`config.mk`:
```
export PLATFORM = sky130hd
export DESIGN_NAME = tpc_panel
export DESIGN_NICKNAME = d
export VERILOG_FILES = /design/src/hdl/tpc_panel.v
export VERILOG_INCLUDE_DIRS = /design/src /design/src/hdl
export SDC_FILE = /design/constraint.sdc
export NUM_CORES = 1
export LEC_CHECK = 0
export ABC_CLOCK_PERIOD_IN_PS = 6100
export BUFFER_PORTS_ARGS = -buffer_cell sky130_fd_sc_hd__buf_2
export CAP_MARGIN = 20
export CORE_UTILIZATION = 30
export CTS_CLUSTER_SIZE = 30
export DETAILED_ROUTE_END_ITERATION = 16
export SLEW_MARGIN = 10
export SYNTH_ARGS = -nofsm -noshare
export SYNTH_HDL_FRONTEND = slang
export SYNTH_SLANG_ARGS = --single-unit
```
`constraint.sdc`:
```
create_clock -name pclk -period 6.1 [get_ports pclk]
set_input_delay 1.525 -clock pclk [delete_from_list [all_inputs] [get_ports pclk]]
set_output_delay 1.525 -clock pclk [all_outputs]
set_load 0.01 [all_outputs]
```
`src/hdl/tpc_consts.vh`:
```
/*
 tourniquet panel controller constants: bus offsets, reset values,
 limits and times in milliseconds.
 assumes a 100 MHz pclk and a millisecond enable derived from it.
*/
`ifndef TPC_CONSTS_VH
`define TPC_CONSTS_VH

`define TPC_CLK_HZ 100000000
`define TPC_CLK_PER_MS (`TPC_CLK_HZ / 1000)

`define TPC_OFS_CTRL 8'h00
`define TPC_OFS_STAT 8'h04
`define TPC_OFS_SETP 8'h08
`define TPC_OFS_ELAP 8'h0C

`define TPC_CTRL_RST 8'hC8
`define TPC_ST_MAIN 0
`define TPC_ST_SEC 1
`define TPC_ST_ABN 2
`define TPC_ST_PAM 3
`define TPC_ST_PAS 4
`define TPC_ST_TOV 5
`define TPC_ST_TONE 6
`define TPC_ST_SIL 7
`define TPC_SETP_TIME_LSB 16

`define TPC_P_MAX 9'h1DB
`define TPC_P_DEF 9'h0C8
`define TPC_P_ABN 9'h032
`define TPC_P_TOL 9'h00F
`define TPC_T_MAX 8'hF0
`define TPC_T_DEF 8'h3C
`define TPC_FINE_STEPS 4'hA
`define TPC_COARSE 3'h5

`define TPC_BLANK_MS 11'h064
`define TPC_VIEW_MS 11'h5DC
`define TPC_PA_DELAY_MS 11'h5DC
`define TPC_DEF_SGL_MS 10'h064
`define TPC_DEF_DUAL_MS 10'h258
`define TPC_SIL_MS 15'h7530
`define TPC_MIN_MS 16'hEA60
`define TPC_FLASH_MS 8'hFA

`endif

```
`src/hdl/tpc_panel.v`:
```
/*
 front-panel logic of a two-cuff tourniquet controller: setpoint
 adjusters, cuff inflate/deflate control, displays, lamps, tone,
 abnormal start-up, APB status/control registers.
 assumes panel switches and sensed pressures synchronous to pclk,
 debounced, and pressures valid at reset release.
*/
// Decided for this implementation: the register addresses and the APB interface to the registers.
`timescale 1ns/1ps
`include "tpc_consts.vh"

module tpc_adjust #(
  parameter W = 9,
  parameter [W-1:0] MAXV = 0,
  parameter [W-1:0] DEFV = 0
) (
  input wire pclk, // clock
  input wire presetn, // async reset
  input wire tick_ms, // 1 ms enable
  input wire sw_up, // increase switch
  input wire sw_dn, // decrease switch
  input wire [7:0] step_ms, // repeat interval
  input wire load, // force value
  input wire [W-1:0] load_val, // forced value
  output reg [W-1:0] val_reg, // stored setting
  output reg show_reg, // display shows setting
  output reg blank_reg // display blanked
);
  localparam S_IDLE = 5'b00001;
  localparam S_BLK1 = 5'b00010;
  localparam S_VIEW = 5'b00100;
  localparam S_BLK2 = 5'b01000;
  localparam S_STEP = 5'b10000;
  reg [4:0] st_reg;
  reg [4:0] st_next;
  reg [10:0] ms_reg;
  reg [3:0] chg_reg;
  wire held = sw_up | sw_dn;
  wire [W-1:0] inc;
  wire step_now;
  assign inc = (chg_reg < `TPC_FINE_STEPS) ? {{(W-3){1'b0}}, 3'h1} :
    {{(W-3){1'b0}}, `TPC_COARSE};
  // the counter restarts at zero on each step, so the step falls on the tick that ends the interval
  assign step_now = (st_reg == S_STEP) && tick_ms &&
    (ms_reg + 11'h001 >= {3'h0, step_ms});

  always @* begin
    st_next = st_reg;
    case (st_reg)
      S_IDLE: if (held) st_next = S_BLK1;
      S_BLK1: if (!held) st_next = S_IDLE;
        else if (ms_reg == `TPC_BLANK_MS) st_next = S_VIEW;
      S_VIEW: if (!held) st_next = S_IDLE;
        else if (ms_reg == `TPC_VIEW_MS) st_next = S_BLK2;
      S_BLK2: if (!held) st_next = S_IDLE;
        else if (ms_reg == `TPC_BLANK_MS) st_next = S_STEP;
      S_STEP: if (!held) st_next = S_IDLE;
      default: st_next = S_IDLE;
    endcase
  end

  always @(posedge pclk or negedge presetn) begin
    if (!presetn) begin
      st_reg <= S_IDLE;
      ms_reg <= 11'h000;
      chg_reg <= 4'h0;
      val_reg <= DEFV;
      show_reg <= 1'b0;
      blank_reg <= 1'b0;
    end else begin
      st_reg <= st_next;
      show_reg <= (st_next == S_VIEW) || (st_next == S_STEP);
      blank_reg <= (st_next == S_BLK1) || (st_next == S_BLK2);
      if (st_next != st_reg || step_now)
        ms_reg <= 11'h000;
      else if (tick_ms && ms_reg != 11'h7FF)
        ms_reg <= ms_reg + 11'h001;
      if (st_next == S_IDLE)
        chg_reg <= 4'h0;
      else if (step_now && chg_reg != `TPC_FINE_STEPS)
        chg_reg <= chg_reg + 4'h1;
      if (load)
        val_reg <= load_val;
      else if (step_now && sw_up) begin
        if (MAXV - val_reg < inc)
          val_reg <= MAXV;
        else
          val_reg <= val_reg + inc;
      end else if (step_now) begin
        if (val_reg < inc)
          val_reg <= {W{1'b0}};
        else
          val_reg <= val_reg - inc;
      end
    end
  end
endmodule // tpc_adjust

module tpc_panel #(
  parameter CLK_PER_MS = `TPC_CLK_PER_MS
) (
  input wire pclk, // 100 MHz clock
  input wire presetn, // async reset, low
  input wire psel, // apb select
  input wire penable, // apb enable
  input wire pwrite, // apb write
  input wire [7:0] paddr, // apb byte address
  input wire [31:0] pwdata, // apb write data
  output reg [31:0] prdata, // apb read data
  output reg pready, // apb ready
  output reg pslverr, // apb error
  input wire sw_p_up, // pressure +
  input wire sw_p_dn, // pressure -
  input wire sw_t_up, // time +
  input wire sw_t_dn, // time -
  input wire sw_main_inf, // main inflate
  input wire sw_main_def, // main deflate
  input wire sw_sec_inf, // second inflate
  input wire sw_sec_def, // second deflate
  input wire sw_silence, // alarm silence
  input wire mode_dual, // 1 = dual cuff
  input wire [8:0] press_main, // sensed main mmHg
  input wire [8:0] press_sec, // sensed second mmHg
  input wire inflating_main, // regulator filling main
  input wire inflating_sec, // regulator filling second
  input wire fault, // internal malfunction
  input wire ext_alarm, // other alarm present
  output reg [8:0] press_disp, // pressure display value
  output reg press_blank, // pressure display dark
  output reg [7:0] time_disp, // time display value
  output reg time_blank, // time display dark
  output reg lamp_main, // main cuff light
  output reg lamp_sec, // second cuff light
  output reg lamp_silence, // silence switch light
  output reg tone, // alarm tone on
  output reg reg_main, // regulate main cuff
  output reg reg_sec, // regulate second cuff
  output reg [8:0] setpt_out // pressure setpoint
);
  reg [16:0] div_reg;
  reg tick_ms;
  reg st_done_reg;
  reg abn_reg;
  reg sil_q;
  reg [14:0] sil_ms_reg;
  reg [10:0] pa_ms_reg;
  reg [15:0] min_ms_reg;
  reg [7:0] elap_reg;
  reg [7:0] ph_ms_reg;
  reg phase_reg;
  reg [7:0] ctrl_reg;
  wire [8:0] setp;
  wire [7:0] tset;
  wire show_p;
  wire blank_p;
  wire show_t;
  wire blank_t;
  wire [1:0] cuff_on;
  wire [1:0] dev;
  wire [1:0] inf_ev;
  wire [1:0] inf_sw = {sw_sec_inf, sw_main_inf};
  wire [1:0] def_sw = {sw_sec_def, sw_main_def};
  wire [1:0] inflating = {inflating_sec, inflating_main};
  wire [17:0] press_all = {press_sec, press_main};
  wire [1:0] ge50 = {press_sec >= `TPC_P_ABN, press_main >= `TPC_P_ABN};
  wire abn_start = ~st_done_reg & (|ge50);
  wire [8:0] abn_setp = (press_sec > press_main) ? press_sec : press_main;
  wire sil_edge = sw_silence & ~sil_q;
  wire silenced = sil_ms_reg != 15'h0000;
  wire any_on = |cuff_on;
  wire time_over = elap_reg > tset;
  wire pa_tone = pa_ms_reg == `TPC_PA_DELAY_MS;
  wire alarm_any = abn_reg | (|dev) | time_over | fault | ext_alarm;
  wire use_sec = mode_dual & cuff_on[1] & ~cuff_on[0];
  wire [8:0] sensed = use_sec ? press_sec : press_main;
  wire [8:0] sensed_clip = (sensed > `TPC_P_MAX) ? `TPC_P_MAX : sensed;
  wire p_flash = ~show_p & (use_sec ? dev[1] : dev[0]);
  wire t_flash = ~show_t & time_over;
  wire apb_setup = psel & ~penable;
  wire apb_wr = psel & penable & pready & pwrite;
  reg [31:0] rd_mux;
  reg rd_err;

  tpc_adjust #(.W(9), .MAXV(`TPC_P_MAX), .DEFV(`TPC_P_DEF)) u_padj (
    .pclk(pclk), .presetn(presetn), .tick_ms(tick_ms), .sw_up(sw_p_up), .sw_dn(sw_p_dn),
    .step_ms(ctrl_reg), .load(abn_start), .load_val(abn_setp),
    .val_reg(setp), .show_reg(show_p), .blank_reg(blank_p));

  tpc_adjust #(.W(8), .MAXV(`TPC_T_MAX), .DEFV(`TPC_T_DEF)) u_tadj (
    .pclk(pclk), .presetn(presetn), .tick_ms(tick_ms), .sw_up(sw_t_up), .sw_dn(sw_t_dn),
    .step_ms(ctrl_reg), .load(1'b0), .load_val(8'h00),
    .val_reg(tset), .show_reg(show_t), .blank_reg(blank_t));

  // every slower rate in the block runs off this millisecond enable
  always @(posedge pclk or negedge presetn) begin
    if (!presetn) begin
      div_reg <= 17'h0_0000;
      tick_ms <= 1'b0;
    end else begin
      tick_ms <= div_reg == CLK_PER_MS[16:0] - 17'h0_0001;
      if (div_reg == CLK_PER_MS[16:0] - 17'h0_0001)
        div_reg <= 17'h0_0000;
      else
        div_reg <= div_reg + 17'h0_0001;
    end
  end

  genvar c;
  generate
    for (c = 0; c < 2; c = c + 1) begin : g_cuff
      reg on_reg;
      reg inf_q;
      reg [9:0] hold_reg;
      wire en = (c == 0) | mode_dual;
      wire refuse = mode_dual & inflating[1-c];
      wire [9:0] need = mode_dual ? `TPC_DEF_DUAL_MS : `TPC_DEF_SGL_MS;
      wire def_ok = def_sw[c] & en & ~refuse;
      wire [8:0] p = press_all[c*9 +: 9];
      wire [8:0] diff = (p > setp) ? p - setp : setp - p;
      assign inf_ev[c] = inf_sw[c] & ~inf_q & en;
      assign cuff_on[c] = on_reg;
      assign dev[c] = on_reg & (diff > `TPC_P_TOL);
      always @(posedge pclk or negedge presetn) begin
        if (!presetn) begin
          on_reg <= 1'b0;
          inf_q <= 1'b0;
          hold_reg <= 10'h000;
        end else begin
          inf_q <= inf_sw[c];
          if (!def_ok)
            hold_reg <= 10'h000;
          else if (tick_ms && hold_reg != need)
            hold_reg <= hold_reg + 10'h001;
          if (!st_done_reg)
            on_reg <= ge50[c];
          else if (def_ok && hold_reg == need)
            on_reg <= 1'b0;
          else if (inf_ev[c])
            on_reg <= 1'b1;
        end
      end
    end
  endgenerate

  always @(posedge pclk or negedge presetn) begin
    if (!presetn) begin
      st_done_reg <= 1'b0;
      abn_reg <= 1'b0;
      sil_q <= 1'b0;
      sil_ms_reg <= 15'h0000;
      pa_ms_reg <= 11'h000;
    end else begin
      st_done_reg <= 1'b1;
      sil_q <= sw_silence;
      if (abn_start)
        abn_reg <= 1'b1;
      else if (sil_edge)
        abn_reg <= 1'b0;
      if (sil_edge)
        sil_ms_reg <= `TPC_SIL_MS;
      else if (tick_ms && silenced)
        sil_ms_reg <= sil_ms_reg - 15'h0001;
      // movement can briefly push pressure out; hold the tone back
      if (!(|dev))
        pa_ms_reg <= 11'h000;
      else if (tick_ms && !pa_tone)
        pa_ms_reg <= pa_ms_reg + 11'h001;
    end
  end

  // elapsed time restarts only when a cuff is inflated from all-deflated
  always @(posedge pclk or negedge presetn) begin
    if (!presetn) begin
      min_ms_reg <= 16'h0000;
      elap_reg <= 8'h00;
    end else if ((|inf_ev) && !any_on) begin
      min_ms_reg <= 16'h0000;
      elap_reg <= 8'h00;
    end else if (tick_ms && any_on) begin
      if (min_ms_reg == `TPC_MIN_MS - 16'h0001) begin
        min_ms_reg <= 16'h0000;
        if (elap_reg != `TPC_T_MAX)
          elap_reg <= elap_reg + 8'h01;
      end else begin
        min_ms_reg <= min_ms_reg + 16'h0001;
      end
    end
  end

  always @(posedge pclk or negedge presetn) begin
    if (!presetn) begin
      ph_ms_reg <= 8'h00;
      phase_reg <= 1'b0;
    end else if (tick_ms) begin
      if (ph_ms_reg == `TPC_FLASH_MS - 8'h01) begin
        ph_ms_reg <= 8'h00;
        phase_reg <= ~phase_reg;
      end else begin
        ph_ms_reg <= ph_ms_reg + 8'h01;
      end
    end
  end

  always @(posedge pclk or negedge presetn) begin
    if (!presetn) begin
      press_disp <= 9'h000;
      press_blank <= 1'b0;
      time_disp <= 8'h00;
      time_blank <= 1'b0;
      lamp_main <= 1'b0;
      lamp_sec <= 1'b0;
      lamp_silence <= 1'b0;
      tone <= 1'b0;
      reg_main <= 1'b0;
      reg_sec <= 1'b0;
      setpt_out <= `TPC_P_DEF;
    end else begin
      press_disp <= show_p ? setp : sensed_clip;
      press_blank <= blank_p | (p_flash & phase_reg);
      time_disp <= show_t ? tset : elap_reg;
      time_blank <= blank_t | (t_flash & phase_reg);
      lamp_main <= cuff_on[0] & ~(dev[0] & phase_reg);
      lamp_sec <= cuff_on[1] & ~(dev[1] & phase_reg);
      lamp_silence <= alarm_any;
      // a malfunction tone ignores the silence timer
      tone <= fault | (~silenced & (abn_reg | pa_tone | time_over | ext_alarm));
      reg_main <= cuff_on[0];
      reg_sec <= cuff_on[1];
      setpt_out <= setp;
    end
  end

  always @* begin
    rd_mux = 32'h0000_0000;
    rd_err = 1'b0;
    case (paddr)
      `TPC_OFS_CTRL: rd_mux[7:0] = ctrl_reg;
      `TPC_OFS_STAT: begin
        rd_mux[`TPC_ST_MAIN] = cuff_on[0];
        rd_mux[`TPC_ST_SEC] = cuff_on[1];
        rd_mux[`TPC_ST_ABN] = abn_reg;
        rd_mux[`TPC_ST_PAM] = dev[0];
        rd_mux[`TPC_ST_PAS] = dev[1];
        rd_mux[`TPC_ST_TOV] = time_over;
        rd_mux[`TPC_ST_TONE] = tone;
        rd_mux[`TPC_ST_SIL] = silenced;
      end
      `TPC_OFS_SETP: begin
        rd_mux[8:0] = setp;
        rd_mux[`TPC_SETP_TIME_LSB +: 8] = tset;
      end
      `TPC_OFS_ELAP: rd_mux[7:0] = elap_reg;
      default: rd_err = 1'b1;
    endcase
  end

  // answers are prepared in the setup cycle, so every access has no wait state
  always @(posedge pclk or negedge presetn) begin
    if (!presetn) begin
      prdata <= 32'h0000_0000;
      pready <= 1'b0;
      pslverr <= 1'b0;
      ctrl_reg <= `TPC_CTRL_RST;
    end else begin
      pready <= apb_setup;
      pslverr <= apb_setup & rd_err;
      prdata <= (apb_setup & ~pwrite & ~rd_err) ? rd_mux : 32'h0000_0000;
      if (apb_wr && paddr == `TPC_OFS_CTRL)
        ctrl_reg <= (pwdata[7:0] == 8'h00) ? 8'h01 : pwdata[7:0];
    end
  end
endmodule // tpc_panel

```
# Word level (Yosys, flattened, before mapping)
# Index checks and enable logic that the tools add are counted.
[classes]
mul = 0
shifts = 0
div = 0
n_reduce_logical = 48
muxes = 77
n_lt_le_gt_ge = 17
bitwise = 57
n_eq_ne = 47
addsub = 22
[ops]
columns = ["cell", "count"]
rows = [
  ["9-bit two-way mux", 11],
  ["8-bit two-way mux", 12],
  ["5-bit two-way mux", 16],
  ["11-bit two-way mux", 6],
  ["10-bit two-way mux", 5],
  ["5-bit one-hot mux with 5 select lines", 2],
  ["16-bit two-way mux", 3],
  ["9-bit subtractor", 5],
  ["11-bit by 1-bit adder with 11-bit output, second input constant", 3],
  ["11-bit == test, second input constant", 3],
  ["8-bit one-hot mux with 4 select lines", 1],
  ["1-bit bitwise AND", 30],
  ["15-bit two-way mux", 2],
  ["9-bit greater-than comparator", 3],
  ["24-bit two-way mux", 1],
  ["11-bit by 7-bit == test with 1-bit output, second input constant", 2],
  ["11-bit by 8-bit >= comparator with 1-bit output", 2],
  ["11-bit != test, second input constant", 2],
  ["10-bit by 1-bit adder with 10-bit output, second input constant", 2],
  ["10-bit == test", 2],
  ["5-bit by 1-bit == test with 1-bit output, second input constant", 4],
  ["5-bit by 2-bit == test with 1-bit output, second input constant", 4],
  ["5-bit by 3-bit == test with 1-bit output, second input constant", 4],
  ["5-bit by 4-bit == test with 1-bit output, second input constant", 4],
  ["other kinds (46)", 139],
]
[word_totals]
mem_bits_rw = 0
input_bits = 77
word_cells = 312
out_inout_bits = 68
regBits = 233
latch_bits = 0
mem_count = 0
mem_bits_ro = 0

# Depth between registers and ports, before layout
# Gate-level depths: netlist of run 1.
[logic_depth]
depth_word = 9
ltp_mapped = 14
mapped_depth_nobuf = 12

# Hierarchy
# From an unflattened synthesis of run 1, not the netlist that was laid out.
[hier_totals]
hier_cells = 1651
hier_area_um2 = 15055.7
[modules_own_cells]
columns = ["mod", "instances", "area_each_um2", "cells_per_inst"]
rows = [
  ["tpc_panel", 1, 9684.3, 1012],
  ["tpc_adjust at u_padj", 1, 2795.2, 326],
  ["tpc_adjust at u_tadj", 1, 2576.2, 313],
]

# Least setup slack after synthesis of run 1
# Ideal clock, no wire load.
[synth_path]
kind = "input to register"
start = "in press_main[0]"
end = "reg pa_ms_reg[0]"
setup_ps = 132
t_required_ps = 5968
arrival_time_ps = 4050
n_path_buf = 1
cell_stages = 13
setup_slack_ps = 1919
path_cell_list = "inv_1 -> ha_1 -> inv_1 -> fa_1 -> a21oi_1 -> o221ai_1 -> a21o_1 -> a21oi_1 -> xnor2_1 -> or4_1 -> a32oi_1 -> clkbuf_1 -> nor2_1"
[synth_via]
elab_chain_cells = 6
[synth_rtl]
columns = ["item", "line", "text"]
rows = [
  ["from (decl)", "tpc_panel.v:122", "input wire [8:0] press_main,"],
  ["9-bit subtractor / 9-bit greater-than comparator (equally long branches)", "tpc_panel.v:219", "wire [8:0] diff = (p > setp) ? p - setp : setp - p;"],
  ["9-bit two-way mux (*)", "tpc_panel.v:219", ""],
  ["9-bit by 4-bit greater-than comparator with 1-bit output (no source line) (*)", "n/a", ""],
  ["1-bit bitwise AND (*)", "tpc_panel.v:222", "assign dev[c] = on_reg & (diff > `TPC_P_TOL);"],
  ["2-bit OR reduction (*)", "tpc_panel.v:264", "if (!(|dev))"],
  ["2-bit by 1-bit != test with 1-bit output (no source line) / 11-bit two-way mux (equally long branches)", "n/a", ""],
  ["to (signal assigned)", "tpc_panel.v:267", "pa_ms_reg <= pa_ms_reg + 11'h001;"],
  ["to (decl)", "tpc_panel.v:146", "reg [10:0] pa_ms_reg;"],
]
# Every way passes the cells marked *; elsewhere a longest branch is shown, timed or not.
# A chain may end at the register's enable or synchronous reset.

# Worst setup path in the final report of run 1
[layout_path]
start = "in press_main[0]"
end = "reg lamp_silence"
[layout_via]
elab_chain_cells = 9
[layout_rtl]
columns = ["item", "line", "text"]
rows = [
  ["9-bit subtractor / 9-bit greater-than comparator (equally long branches)", "tpc_panel.v:219", ""],
  ["9-bit two-way mux (*)", "tpc_panel.v:219", ""],
  ["9-bit by 4-bit greater-than comparator with 1-bit output (no source line) (*)", "n/a", ""],
  ["1-bit bitwise AND (*)", "tpc_panel.v:222", ""],
  ["2-bit OR reduction (*)", "tpc_panel.v:173", "wire alarm_any = abn_reg | (|dev) | time_over | fault | ext_alarm;"],
  ["1-bit bitwise OR (*) (4 in series)", "tpc_panel.v:173", ""],
  ["named net alarm_any", "tpc_panel.v:173", ""],
  ["to (signal assigned)", "tpc_panel.v:324", "lamp_silence <= alarm_any;"],
  ["to (decl)", "tpc_panel.v:134", "output reg lamp_silence,"],
]
# The timed path passes the listed nets; every way through them passes the cells marked *.

==> metrics.txt, run 1 <==
critical path's largest stage delay=0.95 ns; Avg Inst Size Synth=slightly below 9 um2; sequential fraction of the synthesis area=0.3909; Post-Synthesis Cells=1626; WL met2=~17000 um; Post-CTS Hold Fix Bufs=0; grt ovf=0; Worst-path clk slew=approximately 0.06 ns; critical path class=in2reg; Seq cells post-synth=~230; crit path DAT=between 4 and 5 ns; Top Layer Used=met5; Nets=between 1500 and 2000; Sink Count=between 200 and 250; crit path time final=roughly 4.6 ns; initial core utilization=0.3040; num rows=80; layout cells sized above 1=0.1250; Routed wire per std cell=15.84 um; Hold Fails Final Rpt=0; RSZ-0062 raised after global routing=false; status=finished, final reports clean; CP startpoint kind=primary input; f_max=between 200 and 250 MHz; Initial DRC Count=roughly 760; WL met3=~1700 um; vias in the first global route=about 12000; Critical Path Fanout Max=12; max FFs per register=20; die area=between 40000 and 50000 um2; HP Class=reg2reg; TritonRoute pass-1 iters=5; Synth async-reset ratio=1.000; post-DR vias/cell=just over 5; Num CTS Buffers=26; gpl congestion=between 0.8 and 0.9; Rel. slew slack=0.2565; Leak=~7.4 nW; Setup-failing EPs final=0; FF/Latch Area=roughly 5700 um2; Area Growth Syn to Fin=13.74%; CTS tree=built; Post-synth EDFFs=0; Final Skew=around 0.023 ns; worst slew pin tran=1.115 ns; total of max-cap violations=0; die height=between 200 and 250 um; Post-Route Setup TNS=0 ns; pin count of the biggest net entering global routing=approximately 120; antenna violations before repair=5; Critical Path, Cell by Cell=buf_2, inv_1, ha_1, inv_1, fa_1, a21oi_1, o221ai_1, a21o_1, a21oi_1, xnor2_1, or4_1, a32oi_1, nand4b_1; Post-CTS Setup Repair Bufs=0; crit share post-route=0.7506; gr usage total=0.1488; Final ANT Viol Nets=0; Min Hold Slack=~0.46 ns; IO buf count=between 100 and 150; dpl ws=around 0.9 ns; final max-slew violation count=0; Syn. warnings=0; PostCTS Resize Cnt=0; DR vias=between 10000 and 15000; VDD IR max=about 0.00020 V; slack of the critical path=1.522 ns; Detail Placement HPWL=about 27000 um; Syn Std Cell Area=~15000 um2; required time of the critical path=between 6 and 7 ns; CTS Buffer Depth=3; Setup crit end kind=flip-flop; first-pass GRT wire length=around 60000 um; Multi-input gate area=around 8000 um2; Worst-Skew Late Latency=between 0.5 and 0.6 ns; Chip Width=222.0 um; met1 wire length=approximately 17000 um; DRC Markers=0; P per Cell Area=about 250 nW/um2; Yosys cell types=87; Ports=between 100 and 150; H-tree levels=1; Primary FF master, synth=dfrtp_1; Post-Route WL=roughly 37000 um; Max stage delay cell, worst path=a32oi_1; fill count=between 4000 and 5000; area of the core=47750 um2; CTS Root Cell=clkbuf_16
[placed cells by master, fill, tap and decap left out, drive strengths merged, types with 11 or more instances in the layout]
cell type and instances:
dfrtp 211, nor2 184, nand2 156, buf 113, ha 100, o21ai 93, inv 91, a21oi 77
xor2 67, xnor2 59, nand3 50, nor3 41, nand4 40, clkbuf 39, mux2i 27, nor2b 22
a21o 20, or3 19, nand2b 18, and3 17, conb 16, dfstp 15, nor4 15, and2 14
a31oi 13, or4 13, o21bai 11
[synth_stat cells, drive strengths merged, types with 17 or more instances]
library cell,count,share of area
inv,90,0.023
nor2,184,0.048
mux2i,27,0.019
nand3,50,0.017
nand4,40,0.017
and3,17,0.0073
o21ai,93,0.032
nand2,156,0.040
nand2b,18,0.0078
buf,28,0.013
a21oi,77,0.027
a21o,20,0.010
nor3,41,0.018
xnor2,59,0.036
clkbuf,53,0.014
xor2,67,0.040
ha,100,0.086
or3,19,0.0082
dfrtp,211,0.36
nor2b,22,0.0095
[worst max-delay path, delay by kind of cell]
family / cells / cell delay (ns)
AOI/OAI and AO/OA: 5 / 1.69
and+or+nand+nor: 2 / 0.77
adders and majority gates: 2 / 0.60
buffers and inverters: 3 / 0.29
xor gates and xnor gates: 1 / 0.08
[final timing paths]
path                       slack, ns  cells after the start         startpoint                    end
max                             1.52                     13      press_main[0]           lamp_silence
min                             0.46                      1   u_padj.blank_reg            press_blank
max reg2reg                     1.65                     10  u_padj.val_reg[1]           lamp_silence
min reg2reg                     0.46                      1   u_padj.blank_reg            press_blank
max in group asynchronous       3.87                      2            presetn  g_cuff[0].hold_reg[2]
min in group asynchronous       1.06                      1            presetn             prdata[21]
[logic make-up (layout without fill, tap and decap cells)]
group | Yosys count | count (layout) | synth area share
AOI/OAI and AO/OA | 323 | 323 | 0.1439
other | 2 | 19 | 0.0005174
muxes | 36 | 36 | 0.02638
DFF | 226 | 226 | 0.3909
and+or+nand+nor | 637 | 637 | 0.2194
xor gates and xnor gates | 126 | 126 | 0.07603
adders and majority gates | 105 | 105 | 0.09250
buffers and inverters | 171 | 251 | 0.05034
[metal layers]
metal,up-vias,track usage
met3,75,0.02054
met1,5774,0.1973
li1,5824,-
met2,277,0.2457
met4,2,0.05556
met5,-,0
[layout make-up]
type	count	share of cell area
antenna	3	0.0004548
clock buffer	39	0.04608
clock inverter	9	0.01069
inverter	90	0.02046
multi-input combinational	1243	0.4953
sequential	226	0.3437
tap	615	0.04661
timing repair buffer	113	0.03668
[where the power goes]
group	switching, mW	internal, mW
logic	0.461	0.301
clock network	0.647	1.07
registers	0.124	1.58
total	1.23	2.95
[per-stage QoR]
stage               std cells  total power [mW]    util  instance area (um2)
floorplan                1640             2.229       -                14570
global placement         2286             2.470  0.3257                15550
detailed placement       2287             2.484  0.3258                15550
CTS                      2335             4.227  0.3454                16490
global route             2337             4.390  0.3457                16510
finish                   2338             4.186  0.3458                16510
(Power assumes the default switching activity.)
==> run 2, diff against run 1 <==
- ABC_AREA: default -> 1
- ABC_CLOCK_PERIOD_IN_PS: 6100 -> 4400
- clock period: 6.1 -> 4.4 ns (I/O delays scaled with it)
==> metrics.txt, run 2 <==
status=complete, but fails checks; failing checks=design-rule violations; Rel. slew slack=0.3177; CTS Root Cell=clkbuf_16; TritonRoute pass-1 iters=11; die height=roughly 230 um; Post-CTS Setup Repair Bufs=0; most area-hungry cell type in the Yosys netlist=dfrtp_1; Sink Count=226; worst slew pin tran=approximately 1.0 ns; HP Class=reg2reg; CTS Buffer Depth=3; P per Cell Area=368.5 nW/um2; gpl congestion=between 0.9 and 1; commonest cells after routing, fill and taps aside=nand2_1 (456), inv_1 (313), dfrtp_1 (211); critical path class=reg2reg; Post-Route Setup TNS=0 ns; post-DR vias/cell=a little under 5; Leak=around 8.8 nW; Worst-Skew Late Latency=around 0.56 ns; initial core utilization=0.3035; layout cells sized above 1=0.09932; final max-slew violation count=0; Critical Path, Cell by Cell=ha_1, nand2_1, inv_1, nand2_1, xor2_1, inv_1, ha_1, nand2_1, nor2_1, a21o_1, a21oi_1, nand4_2, nand2_1, nand4_1, nor2_1; vias in the first global route=roughly 13000; die area=around 52000 um2; Setup crit end kind=flip-flop; total of max-cap violations=0; P_sw=~2.1 mW; dpl ws=approximately 0.76 ns; max FFs per register=20; Post-Route WL=around 42000 um; pin count of the biggest net entering global routing=75; crit path DAT=3.67 ns; most common cell in the netlist=nand2_1; Seq cells post-synth=about 230; Critical Path Most Common Cell=nand2_1; Nets=~2400; Synth top cells by count=nand2_1 (456), inv_1 (313), dfrtp_1 (211); CP startpoint kind=flip-flop; IO buf count=~110; Final ANT Viol Nets=0; antenna violations before repair=0; Ports=~150; gr usage total=0.1650; antenna diode count=0; Syn. warnings=0; RSZ-0062 raised after global routing=false; CTS tree=built; required time of the critical path=just under 5 ns; commonest non-fill, non-tap cell in the layout=nand2_1; largest cells by area after synthesis=dfrtp_1 (35%), nand2_1 (11%), ha_1 (8.2%); Avg Inst Size Synth=7.333 um2; area of the core=50070 um2; sequential fraction of the synthesis area=0.3734; num rows=between 80 and 90; Syn Std Cell Area=~15000 um2; Detail Placement HPWL=~32000 um; PostCTS Resize Cnt=0; Routed wire per std cell=14.73 um; Critical Path Fanout Max=11; Post-synth EDFFs=0; DR vias=about 14000; Final Skew=approximately 0.012 ns; Initial DRC Count=~1100; Num CTS Buffers=28; Setup-failing EPs final=0; Internal=roughly 4.3 mW; Sequential Power Share=0.382; top-area cell type share of the netlist area=0.3475; Synth async-reset ratio=1.000; grt ovf=0; VDD IR max=0.0002407 V; Comb pwr share=0.221; Reg2Reg Depth=15; H-tree levels=1; Worst Hold Path Cells=2; Primary FF master, synth=dfrtp_1; crit share post-route=0.7285; crit path time final=3.205 ns; Yosys cell types=54; Area Growth Syn to Fin=15.00%; Worst-path clk slew=approximately 0.060 ns; Post-Synthesis Cells=2072; first-pass GRT wire length=around 68000 um; switching part of the total power=0.3250; Max stage delay cell, worst path=nand4_1; Post-CTS Hold Fix Bufs=0; Chip Width=227.1 um; f_max=between 300 and 400 MHz; clock share of power=0.397; slack of the critical path=1.195 ns; DRC Markers=1; critical path's largest stage delay=0.45 ns; Hold Fails Final Rpt=0
==> run 2: cell types whose count changed after synthesis, moves of 22 or more <==
cell,change
a21oi_1,+29
clkbuf_1,-34
inv_1,+224
mux2i_1,-27
nand2_1,+300
nand3_1,+109
nor2_1,+24
nor2b_1,-22
nor3_1,+30
xnor2_1,-48
==> run 2: logic make-up (layout without fill, tap and decap cells) <==
family	count (synthesis)	after routing	share of synthesized area
AND/OR/NAND/NOR	1005	1005	0.2925
XOR/XNOR	65	65	0.03747
other	2	16	0.0004943
AO/OA/AOI/OAI	299	299	0.1109
flip-flops	226	226	0.3734
buffers and inverters	371	490	0.09758
adder cells (fa/ha/maj)	104	104	0.08762
==> run 2: power by group through the flow <==
stage                     logic [mW]  clock network [mW]  registers, mW
final                           1.42                2.56           2.46
after global routing            1.63                2.70           2.48
after CTS                       1.43                2.63           2.45
after detailed placement        1.42                   0           2.49
after global placement          1.40                   0           2.49
after floorplan                0.954                   0           2.46
==> run 2: critical path: cells and delay by family (launching register included) <==
family / cells / cell delay, ns
adder cells (fa/ha/maj): 2 / 0.54
AO/OA/AOI/OAI: 2 / 0.34
flip-flops: 1 / 0.43
XOR/XNOR: 1 / 0.22
AND/OR/NAND/NOR: 8 / 1.44
buffers and inverters: 2 / 0.16
==> run 2: path summary, 6_finish.rpt <==
| kind | start | to | slack, ns |
|---|---|---|---|
| hold reg to reg | sil_ms_reg[14] | sil_ms_reg[14] | 0.48 |
| setup reg to reg | u_padj.ms_reg[0] | u_padj.ms_reg[5] | 1.19 |
| setup / recovery | u_padj.ms_reg[0] | u_padj.ms_reg[5] | 1.19 |
| hold / removal | sil_ms_reg[14] | sil_ms_reg[14] | 0.48 |
| min in group asynchronous | presetn | sil_ms_reg[9] | 0.49 |
| max in group asynchronous | presetn | press_blank | 2.85 |
==> run 2: area by class of cell <==
cell class | count | area [um2]
Clock inverter | 17 | 257.7
Tap cell | 672 | 840.8
Clock buffer | 35 | 778.2
Multi-Input combinational cell | 1489 | 8090
Fill cell | 5352 | 32600
Inverter | 324 | 1216
Timing Repair Buffer | 114 | 615.6
Sequential cell | 226 | 5674
==> run 2: per-stage QoR <==
step | cell area, um2 | cells | util | hold slack (ns) | power [mW]
final | 17470 | 2877 | 0.3490 | 0.4838 | 6.438
after global routing | 17470 | 2877 | 0.3490 | 0.4958 | 6.810
after CTS | 17470 | 2877 | 0.3490 | 0.4840 | 6.514
after detailed placement | 16440 | 2825 | 0.3283 | 0.4756 | 3.913
after global placement | 16440 | 2825 | 0.3283 | 0.4570 | 3.885
after floorplan | 15250 | 2086 | - | 0.3787 | 3.415
==> run 2: layer usage <==
metal  track usage  wire (um)  vias up
met1        0.2205      19210     6566
met4       0.05521       1239        0
li1              -          -     6979
met2        0.2738      19450      373
met3       0.02233       2466       77
met5             0          0        -
==> run 3, diff against run 2 <==
- ABC_CLOCK_PERIOD_IN_PS: 4400 -> 3000
- clock period: 4.4 -> 3 ns (I/O delays scaled with it)
==> metrics.txt, run 3 (synthesized netlist as in run 2, its figures left out) <==
CP startpoint kind=flip-flop; CTS tree=built; total of max-cap violations=0; CTS Buffer Depth=3; Leak=9.118 nW; worst slew pin tran=approximately 0.75 ns; max FFs per register=20; VDD IR max=~0.0004 V; Rel. slew slack=0.4958; failing checks=design-rule violations; first-pass GRT wire length=between 60000 and 70000 um; gr usage total=0.1683; die area=51550 um2; CTS Root Cell=clkbuf_16; layout cells sized above 1=0.1259; Routed wire per std cell=14.75 um; Setup-failing EPs final=0; Initial DRC Count=roughly 1000; f_max=roughly 360 MHz; status=complete, but fails checks; die height=between 200 and 250 um; H-tree levels=1; area of the core=roughly 50000 um2; Worst-Skew Late Latency=between 0.5 and 0.6 ns; IO buf count=105; Critical Path Fanout Max=10; Detail Placement HPWL=33210 um; Chip Width=~230 um; crit path time final=2.749 ns; Worst-path clk slew=roughly 0.060 ns; Area Growth Syn to Fin=18.64%; Setup crit end kind=flip-flop; critical path class=reg2reg; Final ANT Viol Nets=0; initial core utilization=0.3035; Critical Path Most Common Cell=nand2_1; Layout Cells excl Fill=2936; pin count of the biggest net entering global routing=100; Post-Route WL=between 40000 and 50000 um; vias in the first global route=between 10000 and 15000; Total Power=between 9 and 10 mW; Nets=2425; crit path DAT=between 3 and 4 ns; crit share post-route=0.9162; DRC Markers=2; Num CTS Buffers=26; antenna diode count=0; TritonRoute pass-1 iters=11; Post-CTS Hold Fix Bufs=0; antenna violations before repair=0; commonest non-fill, non-tap cell in the layout=nand2_1; gpl congestion=between 0.9 and 1; grt ovf=0; P per Cell Area=538.4 nW/um2; Max stage delay cell, worst path=dfrtp_1; Sink Count=roughly 230; Critical Path, Cell by Cell=ha_1, nand2_1, inv_1, nand2_1, xor2_1, inv_1, ha_1, a21oi_1, nor2_1, nor2_1, nand2_1, nand2_1, nand4_4, nand3_2, inv_1, nand2_1, nand3_1, nand2_1; required time of the critical path=roughly 3.5 ns; Final Skew=0.01075 ns; final core area utilization=0.3601; HP Class=in2async; final max-slew violation count=0; Ports=roughly 150; fill count=around 5300; commonest cells after routing, fill and taps aside=nand2_1 (454), inv_1 (313), dfrtp_1 (210); post-DR vias/cell=4.795; DR vias=14077; critical path's largest stage delay=0.40 ns; num rows=82; RSZ-0062 raised after global routing=false; placed cell count=just under 3000; Post-Route Setup TNS=0 ns; Hold Fails Final Rpt=0
-- run 3: worst paths after layout --
check                                  start                 to  slack [ns]  cells after the start
setup reg to reg            u_padj.ms_reg[0]  u_padj.val_reg[3]        0.25                     18
setup / recovery            u_padj.ms_reg[0]  u_padj.val_reg[3]        0.25                     18
hold reg to reg            u_padj.val_reg[1]       setpt_out[1]        0.42                      0
hold / removal                       presetn      sil_ms_reg[7]        0.05                      1
min in group pclk                sw_main_inf    g_cuff[0].inf_q        0.32                      1
max in group asynchronous            presetn       setpt_out[3]        2.13                      2
-- run 3: layout make-up --
| class | count | area [um2] | share of cell area |
|---|---|---|---|
| Sequential cell | 226 | 5675 | 0.3148 |
| Clock buffer | 32 | 724.4 | 0.04019 |
| Clock inverter | 16 | 322.8 | 0.01791 |
| Inverter | 324 | 1216 | 0.06746 |
| Timing Repair Buffer | 177 | 1126 | 0.06247 |
| Multi-Input combinational cell | 1489 | 8122 | 0.4505 |
| Tap cell | 672 | 840.8 | 0.04664 |
-- run 3: per-stage QoR --
stage               worst slack [ns]  hold slack [ns]  area (um2)
floorplan                     0.5330           0.3787       15250
global placement             0.07029           0.4232       16930
detailed placement           0.09609           0.4171       16930
CTS                          0.04639          0.03010       17980
global route                 0.01074          0.05203       18030
finish                        0.2513          0.04569       18030
-- run 3: per-layer routing --
metal	global-route usage	up-vias	routed length (um)
li1	-	7081	-
met1	0.2255	6590	20400
met2	0.2879	350	20050
met3	0.01846	56	2007
met4	0.04330	0	858
met5	0	-	0
-- run 3: report_power, final --
part,leakage [nW],switching (mW),internal [mW],total (mW)
sequential,2.85,0.237,3.34,3.57
combinational,5.76,1.47,0.780,2.25
clock,0.510,1.39,2.50,3.89
-- run 3: what timing repair did --
action,4_1_cts,5_1_grt
endpoints found under the setup margin,0,26
gates resized for setup,0,13
buffers inserted,0,2
-- run 3: worst max-delay path: cells and delay by family, from the launching register on --
kind                       cells  cell delay (ns)
buffers and inverters          3             0.25
DFF                            1             0.40
and+or+nand+nor               11             1.16
xor gates and xnor gates       1             0.21
adders and majority gates      2             0.52
AOI/OAI and AO/OA              1             0.15
